File: src/cad_cfg.svh
`ifndef CAD_CFG_SVH
`define CAD_CFG_SVH

// prebyte codes
`define CAD_PRE_TO_Y      8'h90
`define CAD_PRE_IND_Y     8'h91
`define CAD_PRE_INDIRECT  8'h92

// inherent opcodes with side effects on the core
`define CAD_OP_TRAP       8'h83
`define CAD_OP_WAIT       8'h8F
`define CAD_OP_HALT       8'h8E

// address limits of the short forms
`define CAD_PAGE0_MAX     16'h00FF
`define CAD_IDX_SHORT_MAX 16'h01FE

// program counter after reset
`define CAD_RESET_PC      16'h0000

`endif

File: src/cad_pkg.sv
package cad_pkg;

  typedef enum logic [1:0] {
    PFX_NONE     = 2'b00,
    PFX_TO_Y     = 2'b01,
    PFX_INDIRECT = 2'b10,
    PFX_IND_Y    = 2'b11
  } cad_pfx_t;

  typedef enum logic [4:0] {
    M_INH, M_IMM, M_DIR_S, M_DIR_L, M_IDX0, M_IDX_S, M_IDX_L,
    M_IND_S, M_IND_L, M_INDIDX_S, M_INDIDX_L, M_REL_D, M_REL_I,
    M_BIT_D, M_BIT_I, M_BITREL_D, M_BITREL_I
  } cad_mode_t;

  typedef enum logic [2:0] {
    ST_FETCH = 3'b000,
    ST_OPND  = 3'b001,
    ST_PTR   = 3'b011,
    ST_CALC  = 3'b010,
    ST_DONE  = 3'b110
  } cad_state_t;

  typedef struct packed {
    logic [7:0]  opcode;
    cad_pfx_t    prefix;
    cad_mode_t   mode;
    logic        use_y;
    logic        illegal;
    logic [2:0]  len;
    logic [7:0]  operand;
    logic [15:0] ea;
    logic [15:0] rel_target;
    logic        is_trap;
    logic        is_wait;
    logic        is_halt;
  } cad_dec_t;

endpackage

File: src/cad_decoder.sv
`timescale 1ns/100ps
`include "cad_cfg.svh"

// Notes on behaviour
// (RQ1) inherent instructions are a single opcode byte with no operand bytes
// (RQ2) immediate fetches opcode then one byte used as the operand value
// (RQ3) short direct reads one address byte, operand in 00 to FF
// (RQ4) long direct reads a 16-bit address from the two following bytes
// (RQ5) indexed address is unsigned sum of X or Y and the offset
// (RQ6) indexed without offset takes no byte, uses index alone, 00 to FF
// (RQ7) short indexed reads one offset byte, addresses 00 up to 1FE
// (RQ8) long indexed reads a 16-bit offset, reaching the whole space
// (RQ9) short indirect reads pointer address, fetches byte pointer as address
// (RQ10) long indirect forms fetch a 16-bit pointer from a one-byte address
// (RQ11) indirect-indexed address is index plus the fetched pointer, unsigned
// (RQ12) short indirect-indexed uses page-zero byte pointer, addresses up to 1FE
// (RQ13) load, compare and arithmetic groups take short and long memory forms
// (RQ14) read-modify-write groups take only short memory forms
// (RQ15) relative mode adds a signed 8-bit offset to the program counter
// (RQ16) relative direct offset follows opcode; indirect gives its address
// (RQ17) instructions are one to four bytes long including the prebyte
// (RQ18) a prebyte precedes the opcode and changes its interpretation
// (RQ19) prebyte 90 moves X-based imm, direct, indexed, inherent to Y
// (RQ20) prebyte 92 turns direct forms and X-indexed into indirect forms
// (RQ21) prebyte 91 turns X indirect-indexed into Y indirect-indexed
// (RQ22) inherent set holds software trap, wait for interrupt and halt
// (RQ23) relative offset is added to the address after the jump
// (RQ24) index registers are 8-bit unsigned in every address sum
module cad_decoder #(
  parameter logic [15:0] RESET_PC = `CAD_RESET_PC
) (
  // clock and reset
  input  wire logic              clk,
  input  wire logic              reset,
  // program and data memory
  output logic                   mem_rd,
  output logic [15:0]            mem_addr,
  input  wire logic [7:0]        mem_rdata,
  input  wire logic              mem_rvalid,
  // core execute side
  input  wire logic [7:0]        x_val,
  input  wire logic [7:0]        y_val,
  input  wire logic              dec_ack,
  input  wire logic              branch_take,
  output logic                   dec_valid,
  output cad_pkg::cad_dec_t      dec,
  output logic [15:0]            pc
);

  //--------------------------------------------------
  // decode functions
  //--------------------------------------------------
  // mode from prebyte and opcode; rows chosen by the high nibble
  function automatic cad_pkg::cad_mode_t mode_f(input logic [7:0] op,
                                               input cad_pkg::cad_pfx_t p);
    logic ind;
    ind = (p == cad_pkg::PFX_INDIRECT) || (p == cad_pkg::PFX_IND_Y);
    mode_f = cad_pkg::M_INH; // RQ1
    unique case (op[7:4])
      4'h0: mode_f = ind ? cad_pkg::M_BITREL_I : cad_pkg::M_BITREL_D; // RQ20
      4'h1: mode_f = ind ? cad_pkg::M_BIT_I : cad_pkg::M_BIT_D; // RQ20
      4'h2: mode_f = ind ? cad_pkg::M_REL_I : cad_pkg::M_REL_D; // RQ16
      4'h3, 4'hB: mode_f = ind ? cad_pkg::M_IND_S : cad_pkg::M_DIR_S; // RQ14
      4'h6, 4'hE: mode_f = ind ? cad_pkg::M_INDIDX_S : cad_pkg::M_IDX_S; // RQ21
      4'h7, 4'hF: mode_f = cad_pkg::M_IDX0;
      4'hA: mode_f = cad_pkg::M_IMM;
      4'hC: mode_f = ind ? cad_pkg::M_IND_L : cad_pkg::M_DIR_L; // RQ13
      4'hD: mode_f = ind ? cad_pkg::M_INDIDX_L : cad_pkg::M_IDX_L; // RQ13
      4'h4, 4'h5, 4'h8, 4'h9: mode_f = cad_pkg::M_INH;
    endcase
  endfunction

  // bytes that follow the opcode in the stream
  function automatic logic [1:0] opnd_n(input cad_pkg::cad_mode_t m);
    unique case (m)
      cad_pkg::M_INH, cad_pkg::M_IDX0: opnd_n = 2'd0; // RQ6
      cad_pkg::M_DIR_L, cad_pkg::M_IDX_L,
      cad_pkg::M_BITREL_D, cad_pkg::M_BITREL_I: opnd_n = 2'd2; // RQ4 RQ8
      default: opnd_n = 2'd1; // RQ2 RQ3 RQ7 RQ10
    endcase
  endfunction

  // pointer bytes fetched from page zero
  function automatic logic [1:0] ptr_n(input cad_pkg::cad_mode_t m);
    unique case (m)
      cad_pkg::M_IND_L, cad_pkg::M_INDIDX_L: ptr_n = 2'd2; // RQ10
      cad_pkg::M_IND_S, cad_pkg::M_INDIDX_S, cad_pkg::M_REL_I,
      cad_pkg::M_BIT_I, cad_pkg::M_BITREL_I: ptr_n = 2'd1; // RQ9
      default: ptr_n = 2'd0;
    endcase
  endfunction

  function automatic cad_pkg::cad_pfx_t pfx_f(input logic [7:0] b);
    unique case (b)
      `CAD_PRE_TO_Y:     pfx_f = cad_pkg::PFX_TO_Y;
      `CAD_PRE_IND_Y:    pfx_f = cad_pkg::PFX_IND_Y;
      `CAD_PRE_INDIRECT: pfx_f = cad_pkg::PFX_INDIRECT;
      default:           pfx_f = cad_pkg::PFX_NONE;
    endcase
  endfunction

  //--------------------------------------------------
  // state
  //--------------------------------------------------
  cad_pkg::cad_state_t state_ff;
  cad_pkg::cad_pfx_t   prefix_ff;
  cad_pkg::cad_mode_t  mode_ff;
  logic [7:0]          opcode_ff;
  logic [7:0]          b1_ff;
  logic [7:0]          b2_ff;
  logic [7:0]          p1_ff;
  logic [7:0]          p2_ff;
  logic [1:0]          cnt_ff;
  logic                pend_ff;
  logic                mem_rd_ff;
  logic [15:0]         mem_addr_ff;
  logic [15:0]         pc_ff;
  logic                dec_valid_ff;
  cad_pkg::cad_dec_t   dec_ff;

  logic                got;
  logic                fetching;
  logic [15:0]         nxt_addr;
  cad_pkg::cad_mode_t  nxt_mode;
  logic [7:0]          idx;
  logic [15:0]         nxt_ea;
  logic [7:0]          rel_off;
  logic                nxt_illegal;

  assign got      = pend_ff && mem_rvalid;
  assign fetching = (state_ff == cad_pkg::ST_FETCH) || (state_ff == cad_pkg::ST_OPND)
                    || (state_ff == cad_pkg::ST_PTR);
  assign nxt_mode = mode_f(mem_rdata, prefix_ff);
  // index as the calc cycle sees it, so a check one cycle later can use $past
  assign idx      = (prefix_ff == cad_pkg::PFX_TO_Y || prefix_ff == cad_pkg::PFX_IND_Y)
                    ? y_val : x_val;

  // pointer bytes wrap inside page zero so a pointer never leaves it
  always_comb
  begin
    if (state_ff == cad_pkg::ST_PTR)
      nxt_addr = {8'h00, b1_ff + {6'h00, cnt_ff}}; // RQ9 RQ10
    else
      nxt_addr = pc_ff;
  end

  //--------------------------------------------------
  // memory read requests
  //--------------------------------------------------
  // one outstanding read; a new one is issued only after the answer
  always_ff @(posedge clk or posedge reset)
  begin
    if (reset)
    begin
      mem_rd_ff   <= 1'b0;
      mem_addr_ff <= 16'h0000;
      pend_ff     <= 1'b0;
    end
    else
    begin
      mem_rd_ff <= 1'b0;
      if (fetching && !pend_ff)
      begin
        mem_rd_ff   <= 1'b1;
        mem_addr_ff <= nxt_addr;
        pend_ff     <= 1'b1;
      end
      else if (got)
        pend_ff <= 1'b0;
    end
  end

  //--------------------------------------------------
  // sequencer
  //--------------------------------------------------
  always_ff @(posedge clk or posedge reset)
  begin
    if (reset)
    begin
      state_ff  <= cad_pkg::ST_FETCH;
      prefix_ff <= cad_pkg::PFX_NONE;
      mode_ff   <= cad_pkg::M_INH;
      opcode_ff <= 8'h00;
      b1_ff     <= 8'h00;
      b2_ff     <= 8'h00;
      p1_ff     <= 8'h00;
      p2_ff     <= 8'h00;
      cnt_ff    <= 2'd0;
    end
    else
    begin
      unique case (state_ff)
        cad_pkg::ST_FETCH:
          if (got)
          begin
            // a second prebyte is taken as an opcode, not stacked
            if (pfx_f(mem_rdata) != cad_pkg::PFX_NONE && prefix_ff == cad_pkg::PFX_NONE)
              prefix_ff <= pfx_f(mem_rdata); // RQ18
            else
            begin
              opcode_ff <= mem_rdata;
              mode_ff   <= nxt_mode;
              cnt_ff    <= 2'd0;
              state_ff  <= (opnd_n(nxt_mode) != 2'd0) ? cad_pkg::ST_OPND : cad_pkg::ST_CALC;
            end
          end
        cad_pkg::ST_OPND:
          if (got)
          begin
            if (cnt_ff == 2'd0)
              b1_ff <= mem_rdata;
            else
              b2_ff <= mem_rdata;
            if (cnt_ff + 2'd1 == opnd_n(mode_ff))
            begin
              cnt_ff   <= 2'd0;
              state_ff <= (ptr_n(mode_ff) != 2'd0) ? cad_pkg::ST_PTR : cad_pkg::ST_CALC;
            end
            else
              cnt_ff <= cnt_ff + 2'd1;
          end
        cad_pkg::ST_PTR:
          if (got)
          begin
            if (cnt_ff == 2'd0)
              p1_ff <= mem_rdata;
            else
              p2_ff <= mem_rdata;
            if (cnt_ff + 2'd1 == ptr_n(mode_ff))
            begin
              cnt_ff   <= 2'd0;
              state_ff <= cad_pkg::ST_CALC;
            end
            else
              cnt_ff <= cnt_ff + 2'd1;
          end
        cad_pkg::ST_CALC:
          state_ff <= cad_pkg::ST_DONE;
        cad_pkg::ST_DONE:
          if (dec_ack)
          begin
            state_ff  <= cad_pkg::ST_FETCH;
            prefix_ff <= cad_pkg::PFX_NONE;
          end
        default:
          state_ff <= cad_pkg::ST_FETCH;
      endcase
    end
  end

  //--------------------------------------------------
  // program counter
  //--------------------------------------------------
  // pc already points past the whole instruction when a branch is taken
  always_ff @(posedge clk or posedge reset)
  begin
    if (reset)
      pc_ff <= RESET_PC;
    else if (got && (state_ff == cad_pkg::ST_FETCH || state_ff == cad_pkg::ST_OPND))
      pc_ff <= pc_ff + 16'h0001;
    else if (state_ff == cad_pkg::ST_DONE && dec_ack && branch_take
             && (dec_ff.mode == cad_pkg::M_REL_D || dec_ff.mode == cad_pkg::M_REL_I
                 || dec_ff.mode == cad_pkg::M_BITREL_D || dec_ff.mode == cad_pkg::M_BITREL_I))
      pc_ff <= dec_ff.rel_target; // RQ15 RQ23
  end

  //--------------------------------------------------
  // effective address
  //--------------------------------------------------
  always_comb
  begin
    logic use_y;
    logic [7:0] ix;
    use_y = (prefix_ff == cad_pkg::PFX_TO_Y) || (prefix_ff == cad_pkg::PFX_IND_Y);
    ix    = use_y ? y_val : x_val;
    unique case (mode_ff)
      cad_pkg::M_DIR_S, cad_pkg::M_BIT_D, cad_pkg::M_BITREL_D: nxt_ea = {8'h00, b1_ff}; // RQ3
      cad_pkg::M_DIR_L:    nxt_ea = {b1_ff, b2_ff}; // RQ4
      cad_pkg::M_IDX0:     nxt_ea = {8'h00, ix}; // RQ6
      cad_pkg::M_IDX_S:    nxt_ea = {8'h00, b1_ff} + {8'h00, ix}; // RQ5 RQ7 RQ24
      cad_pkg::M_IDX_L:    nxt_ea = {b1_ff, b2_ff} + {8'h00, ix}; // RQ5 RQ8 RQ24
      cad_pkg::M_IND_S, cad_pkg::M_BIT_I, cad_pkg::M_BITREL_I: nxt_ea = {8'h00, p1_ff}; // RQ9
      cad_pkg::M_IND_L:    nxt_ea = {p1_ff, p2_ff}; // RQ10
      cad_pkg::M_INDIDX_S: nxt_ea = {8'h00, p1_ff} + {8'h00, ix}; // RQ11 RQ12
      cad_pkg::M_INDIDX_L: nxt_ea = {p1_ff, p2_ff} + {8'h00, ix}; // RQ11
      default:             nxt_ea = 16'h0000;
    endcase
    unique case (mode_ff)
      cad_pkg::M_REL_I:                        rel_off = p1_ff; // RQ16
      cad_pkg::M_BITREL_D, cad_pkg::M_BITREL_I: rel_off = b2_ff;
      default:                                 rel_off = b1_ff; // RQ16
    endcase
    // prebyte combinations with no meaning are flagged, not executed
    unique case (prefix_ff)
      cad_pkg::PFX_TO_Y: nxt_illegal = !(mode_ff inside {cad_pkg::M_INH, cad_pkg::M_IMM,
        cad_pkg::M_DIR_S, cad_pkg::M_DIR_L, cad_pkg::M_IDX0, cad_pkg::M_IDX_S,
        cad_pkg::M_IDX_L}); // RQ19
      cad_pkg::PFX_INDIRECT: nxt_illegal = mode_ff inside {cad_pkg::M_INH, cad_pkg::M_IMM,
        cad_pkg::M_IDX0}; // RQ20
      cad_pkg::PFX_IND_Y: nxt_illegal = !(mode_ff inside {cad_pkg::M_INDIDX_S,
        cad_pkg::M_INDIDX_L}); // RQ21
      default: nxt_illegal = 1'b0;
    endcase
  end

  //--------------------------------------------------
  // decoded result
  //--------------------------------------------------
  always_ff @(posedge clk or posedge reset)
  begin
    if (reset)
    begin
      dec_valid_ff <= 1'b0;
      dec_ff       <= '0;
    end
    else if (state_ff == cad_pkg::ST_CALC)
    begin
      dec_valid_ff       <= 1'b1;
      dec_ff.opcode      <= opcode_ff;
      dec_ff.prefix      <= prefix_ff;
      dec_ff.mode        <= mode_ff;
      dec_ff.use_y       <= (prefix_ff == cad_pkg::PFX_TO_Y) || (prefix_ff == cad_pkg::PFX_IND_Y);
      dec_ff.illegal     <= nxt_illegal;
      dec_ff.len         <= 3'd1 + {2'd0, prefix_ff != cad_pkg::PFX_NONE}
                            + {1'b0, opnd_n(mode_ff)}; // RQ17
      dec_ff.operand     <= b1_ff; // RQ2
      dec_ff.ea          <= nxt_ea;
      dec_ff.rel_target  <= pc_ff + {{8{rel_off[7]}}, rel_off}; // RQ15 RQ23
      dec_ff.is_trap     <= mode_ff == cad_pkg::M_INH && opcode_ff == `CAD_OP_TRAP; // RQ22
      dec_ff.is_wait     <= mode_ff == cad_pkg::M_INH && opcode_ff == `CAD_OP_WAIT; // RQ22
      dec_ff.is_halt     <= mode_ff == cad_pkg::M_INH && opcode_ff == `CAD_OP_HALT; // RQ22
    end
    else if (state_ff == cad_pkg::ST_DONE && dec_ack)
      dec_valid_ff <= 1'b0;
  end

  assign mem_rd    = mem_rd_ff;
  assign mem_addr  = mem_addr_ff;
  assign dec_valid = dec_valid_ff;
  assign dec       = dec_ff;
  assign pc        = pc_ff;
endmodule

File: config.mk
export PLATFORM = sky130hd
export DESIGN_NAME = cad_decoder
export DESIGN_NICKNAME = d
export VERILOG_FILES = /design/src/cad_pkg.sv /design/src/cad_decoder.sv
export VERILOG_INCLUDE_DIRS = /design/src
export SDC_FILE = /design/constraint.sdc
export NUM_CORES = 1
export LEC_CHECK = 0
export BUFFER_PORTS_ARGS = -buffer_cell sky130_fd_sc_hd__buf_2
export CORE_AREA = 5 5 170 172
export CTS_CLUSTER_DIAMETER = 120
export CTS_CLUSTER_SIZE = 40
export DETAILED_ROUTE_END_ITERATION = 10
export DIE_AREA = 0 0 175 177
export GPL_TIMING_DRIVEN = 1
export PLACE_DENSITY_LB_ADDON = 0.3
export SYNTH_ARGS = -nofsm -noshare
export SYNTH_HDL_FRONTEND = slang
export SYNTH_SLANG_ARGS = --single-unit
File: constraint.sdc
create_clock -name clk -period 5.17 [get_ports clk]
set_input_delay 0.7755 -clock clk [delete_from_list [all_inputs] [get_ports clk]]
set_output_delay 0.7755 -clock clk [all_outputs]
set_load 0.005 [all_outputs]
* After elaboration in Yosys (flattened, before gate mapping)
Cells that the tools add are included.
** Storage, ports and cells
- Bits in registers :: 150
- Input bits :: 29
- Word-level logic and storage cells :: 217
** Cells by class
- $add $sub $neg :: 10
- Equal/unequal tests :: 62
- Mux-type cells :: 58
- Bitwise gates (word level) :: 2
- Reductions and logical operators :: 59
** Operators with widths (number)
- $pmux W16 S9 :: 1
- $eq A5 B4 Y1 const B :: 11
- $pmux W5 S10 :: 1
- $eq A8 B8 Y1 const B :: 6
- $mux W16 :: 3
- $mux W2 :: 24
- $add A16 B8 Y16 :: 2
- $eq A4 B4 Y1 const B :: 8
- $eq A5 B3 Y1 const B :: 6
- $mux W3 :: 9
- $add A8 B8 Y9 :: 2
- $reduce_bool A2 Y1 :: 9
- $add A16 B1 Y16 const B :: 1
- $add A16 B16 Y16 :: 1
- $eq A4 B3 Y1 const B :: 4
- $pmux W2 S2 :: 4
- $pmux W8 S2 :: 1
- $eq A5 B2 Y1 const B :: 3
- $eq A5 B5 Y1 const B :: 3
- $pmux W3 S5 :: 1
- $reduce_and A3 Y1 :: 5
- $reduce_or A2 Y1 :: 7
- $mux W4 :: 3
- $pmux W2 S3 :: 2
- 35 further kinds :: 74

* Logic depth before layout (Yosys ltp)
- Depth after elaboration :: 15
- Mapped depth :: 17

* Least setup slack after synthesis
Ideal clock, no wire load.
- Path kind :: register -> register
- Start point :: register mode_ff[2]
- End point :: register dec_ff, in the netlist dec[33]
- Setup time :: 0.140 ns
- Data arrival time :: 3.423 ns
- Required time :: 5.030 ns
- Setup slack :: 1.607 ns
- Stages on the path, launching flop included :: 17
- Path buffers :: 3
- Period minus slack after synthesis :: 3.563 ns
- Path through :: dfrtp_1 -> buf_2 -> or3b_1 -> buf_6 -> nand2b_4 -> clkbuf_1 -> nand2_1 -> nand2_1 -> ha_1 -> fa_1 -> a21o_1 -> a211o_1 -> a2111oi_2 -> nor4b_4 -> nand2_1 -> xnor2_1 -> o221ai_1
** On the way
- Longest elaborated chain between the ends :: 3
- Elaborated cells between the ends (all ways) :: 16
- Classes of those cells :: eq/ne (13); mux (1); reduce/logical (2)
** Ends and longest elaborated chain
- start: declaration :: RTL line cad_decoder.sv:107 : cad_pkg::cad_mode_t mode_ff;
- start signal: assignment :: RTL line cad_decoder.sv:182 : mode_ff <= cad_pkg::M_INH;
- start signal: assignment :: RTL line cad_decoder.sv:202 : mode_ff <= nxt_mode;
- $eq A5 B5 Y1 (tied with other cells) :: RTL line cad_decoder.sv:276 : unique case (mode_ff)
- $reduce_or A3 Y1 :: RTL line cad_decoder.sv:276
- $pmux W16 S9 (*) :: RTL line cad_decoder.sv:276
- end: declaration :: RTL line cad_decoder.sv:119 : cad_pkg::cad_dec_t dec_ff;
Mark *: on every way between the ends. The rest lies on a longest branch, timed or not.
A chain may end at the register's enable or synchronous reset.

* Worst setup path in the final report
- Start point :: register mode_ff[1]
- End point :: register dec_ff, in the netlist dec[17]
** On the way
- Longest elaborated chain between the ends :: 4
- Elaborated cells between the ends (all ways) :: 6
- Classes of those cells :: add/sub (1); eq/ne (3); mux (1); reduce/logical (1)
** Ends and longest elaborated chain
- $eq A5 B4 Y1 / $eq A5 B5 Y1 (equally long branches) :: RTL line cad_decoder.sv:288 : unique case (mode_ff)
- $reduce_or A2 Y1 :: RTL line cad_decoder.sv:288
- $pmux W8 S2 (*) :: RTL line cad_decoder.sv:288
- $add A16 B16 Y16 (*) :: RTL line cad_decoder.sv:328 : dec_ff.rel_target <= pc_ff + {{8{rel_off[7]}}, rel_off};
Marks and branches as above.

==> results.py <==
metrics = {
    "logic_synthesis": {
        "yosysTopAreaCell": "dfrtp_1",
        "synthesis.nets": 1110,
        "synth_area_leaders": "dfrtp_1 40%, nand2_1 8.5%, mux2_2 6.7%",
        "yosysTopAreaCellShare_pct": 40.36,
        "async_flop_share_pct": 100.0,
        "ys.flop_type": "dfrtp_1",
        "yosysSeqAreaShare_pct": 40.36,
        "netlist_area_um2": 9300,
        "synth_edf_count": 0,
        "syn_area_per_cell_um2": 8.942,
        "ys_types": 74,
        "syn-instance-count": 1040,
        "ys_ff_latch": 150,
        "synth_warnings": 0,
    },
    "cells_and_area": {
        "area.growth.synth_to_final_pct": 16.02,
        "final_cell_mix": "210 x nand2_1, 150 x dfrtp_1, 125 x buf_2",
        "design_area_um2": 10790,
        "final_common_cell": "nand2_1",
        "layout.nets": 1205,
        "final_cells": 1494,
        "fill_cells": 2739,
        "antenna_cells": 0,
        "drive_gt1_share_pct": 21.60,
    },
    "route": {
        "firstDrtPassIters": 5,
        "routedWlPerCell_um": 18.99,
        "drtIter0Drc": 833,
        "antenna_left": 0,
        "vias": 8167,
        "drt-total-wl_um": 28370,
        "drc": 0,
        "dr_wl_met3_um": 1432,
        "top_layer_used": "met4",
        "wl_met2_um": 13540,
        "via_per_inst": 5.467,
        "m1WireLength_um": 12880,
    },
    "clocking": {
        "ctsResizeCount": 0,
        "clockRootBuffer": "clkbuf_16",
        "clk_latency_ns": 0.44,
        "numCtsBuffers": 17,
        "clk_pin_slew_worst_paths_ns": 0.07,
        "cts_hold_buf": 0,
        "cts_max_level": 4,
        "cts_tree": "yes",
        "clk_path_buf_depth": 2,
        "clock_sinks": 150,
        "post_cts_buffers": 0,
    },
    "placement": {
        "dp_slack_ns": 1.117,
        "gp_congestion": 0.9598,
        "io_buffer_count": 125,
        "placed_area_um2": 10210,
        "post-place-cells": 1462,
        "dp_hpwl_um": 20780,
    },
    "power": {
        "leakagePower_uw": 0.004997,
        "p_switching_uw": 3403,
        "netSwitchingFraction_pct": 45.98,
        "pwr-share-seq_pct": 31.8,
        "p_per_area_nw_per_um2": 685.9,
        "vdd_drop_max_v": 0.0002881,
        "p_comb_share_pct": 51.3,
        "internal-power_uw": 3998,
        "pwr-share-clk_pct": 16.9,
        "power_uw": 7401,
    },
    "sta": {
        "clock_skew_ns": 0.01852,
        "relSlewSlack_pct": 17.22,
        "tightest_slew_ns": 1.235,
        "period_share_pct": 79.26,
        "max_freq_mhz": 244.0,
        "final.min_clock_period_ns": 4.098,
        "rsz0062_at_grt": "no",
        "fin_ws_ns": 1.072,
        "hold_violations": 0,
        "tns_ns": 0,
        "slew_viol_final": 0,
        "setup_violations": 0,
    },
    "die": {
        "start_util_pct": 34.04,
        "io_pins": 126,
        "core.rowCount": 61,
        "die_h_um": 177,
        "core_area_um2": 27320,
        "die_area_um2": 30980,
        "die_w_um": 175,
    },
    "setup_path": {
        "end_kind": "flop",
        "cp-startpoint": "mode_ff[1]$_DFFE_PP0P_",
        "rr_startpoint": "mode_ff[1]$_DFFE_PP0P_",
        "arrival_ns": 4.39,
        "cp.required_ns": 5.47,
        "worstSetupPathType": "flop to flop",
        "start_kind": "flop",
        "cp_max_fo": 24,
    },
    "grt": {
        "grt.overflow.total": 0,
        "grt_first_pass_wirelength_um": 45100,
        "grt_max_degree": 54,
        "antenna_found_initial": 0,
        "grt_pass1_vias": 7893,
        "grtUsageTotal_pct": 18.33,
    },
    "outcome": {
        "status": "complete, no violations",
    },
    "worst_hold_path": {
        "hp-class": "input port to asynchronous set/reset pin",
    },
    "run": {
        "maxCapViolations": 0,
    },
}
## final timing paths
path                                                end  slack, ns  cells past startpoint
worst max-delay path                dec[17]$_DFFE_PP0P_       1.07                     15
worst min-delay path                dec[53]$_DFFE_PP0P_       0.37                      2
worst max register to register      dec[17]$_DFFE_PP0P_       1.07                     15
worst min register to register  mem_addr[9]$_DFFE_PP0P_       0.47                      2
max in group asynchronous           dec[38]$_DFFE_PP0P_       3.73                      3
min in group clk                mem_addr[9]$_DFFE_PP0P_       0.47                      2
## area by class of cell
cell class	count	area [µm²]	area share (%)
Clock buffer	17	425.4	3.943
Tap cell	346	432.9	4.012
Clock inverter	15	153.9	1.426
Sequential cell	150	3754	34.79
Timing Repair Buffer	140	738.2	6.841
Multi-Input combinational cell	804	5199	48.18
Inverter	22	87.58	0.8117
## kinds of logic after synthesis
kind of cell | synth area share [%]
DFF | 40.36
muxes | 8.193
AOI/OAI and AO/OA | 17.97
and+or+nand+nor | 19.63
xor gates and xnor gates | 4.238
adders and majority gates | 5.839
buffers and inverters | 3.767
## state kept, by name, summed over array words and instances (netlist names)
name and flops:
dec 63, mem_addr 16, pc 16, b1_ff 8
b2_ff 8, opcode_ff 8, p1_ff 8, p2_ff 8
mode_ff 5, state_ff 3, cnt_ff 2, prefix_ff 2
dec_valid 1, mem_rd 1, pend_ff 1
## metrics by stage
step                hold slack [ns]  utilization [%]
floorplan                    0.4486                -
finish                       0.3733            39.49
detailed placement           0.4534            37.37
global placement             0.4472            37.37
CTS                          0.3890            39.49
global route                 0.4020            39.49
## per-layer routing
| layer | global-route usage (%) | vias to the layer above |
|---|---|---|
| met5 | 0 | - |
| met4 | 5.205 | 0 |
| met3 | 2.884 | 32 |
| met2 | 30.74 | 272 |
| met1 | 24.70 | 3952 |
| li1 | - | 3911 |
## power groups by stage
stage / sequential (µW) / clock (µW) / combinational (µW)
CTS: 2340 / 1270 / 3810
finish: 2350 / 1250 / 3800
global placement: 2350 / 0 / 3760
floorplan: 2020 / 0 / 2900
detailed placement: 2360 / 0 / 3790
global route: 2430 / 1320 / 4250
## worst max-delay path, cell delays in order, from the launching register on
cell      delay, ns
dfrtp_1        0.64
or3_1          0.50
nor3_1         0.22
buf_4          0.23
nor2_1         0.11
nand2_1        0.08
nand2_1        0.07
ha_1           0.21
fa_1           0.40
a21o_1         0.19
a221oi_1       0.48
o211ai_1       0.21
a31oi_1        0.30
a21oi_1        0.12
xnor2_1        0.13
o21ai_0        0.08
## Yosys cell counts, types with 5 or more instances
| library cell | number |
|---|---|
| nand2_1 | 210 |
| dfrtp_1 | 150 |
| o21ai_0 | 67 |
| nor2_1 | 62 |
| a21oi_1 | 58 |
| mux2_2 | 55 |
| clkbuf_1 | 48 |
| ha_1 | 37 |
| nand3_1 | 29 |
| xnor2_1 | 28 |
| inv_1 | 21 |
| xor2_1 | 17 |
| a22oi_1 | 16 |
| and3_1 | 14 |
| nor3_1 | 14 |
| nand2b_1 | 13 |
| mux2i_1 | 12 |
| nor2b_1 | 12 |
| a221oi_1 | 10 |
| buf_2 | 10 |
| a21o_1 | 9 |
| a31oi_1 | 9 |
| or3_1 | 9 |
| a211oi_1 | 8 |
| o21a_1 | 8 |
| a221o_1 | 7 |
| a311oi_1 | 7 |
| o211ai_1 | 6 |
| nor3_2 | 5 |
| nor4_1 | 5 |
(Power assumes the default switching activity.)
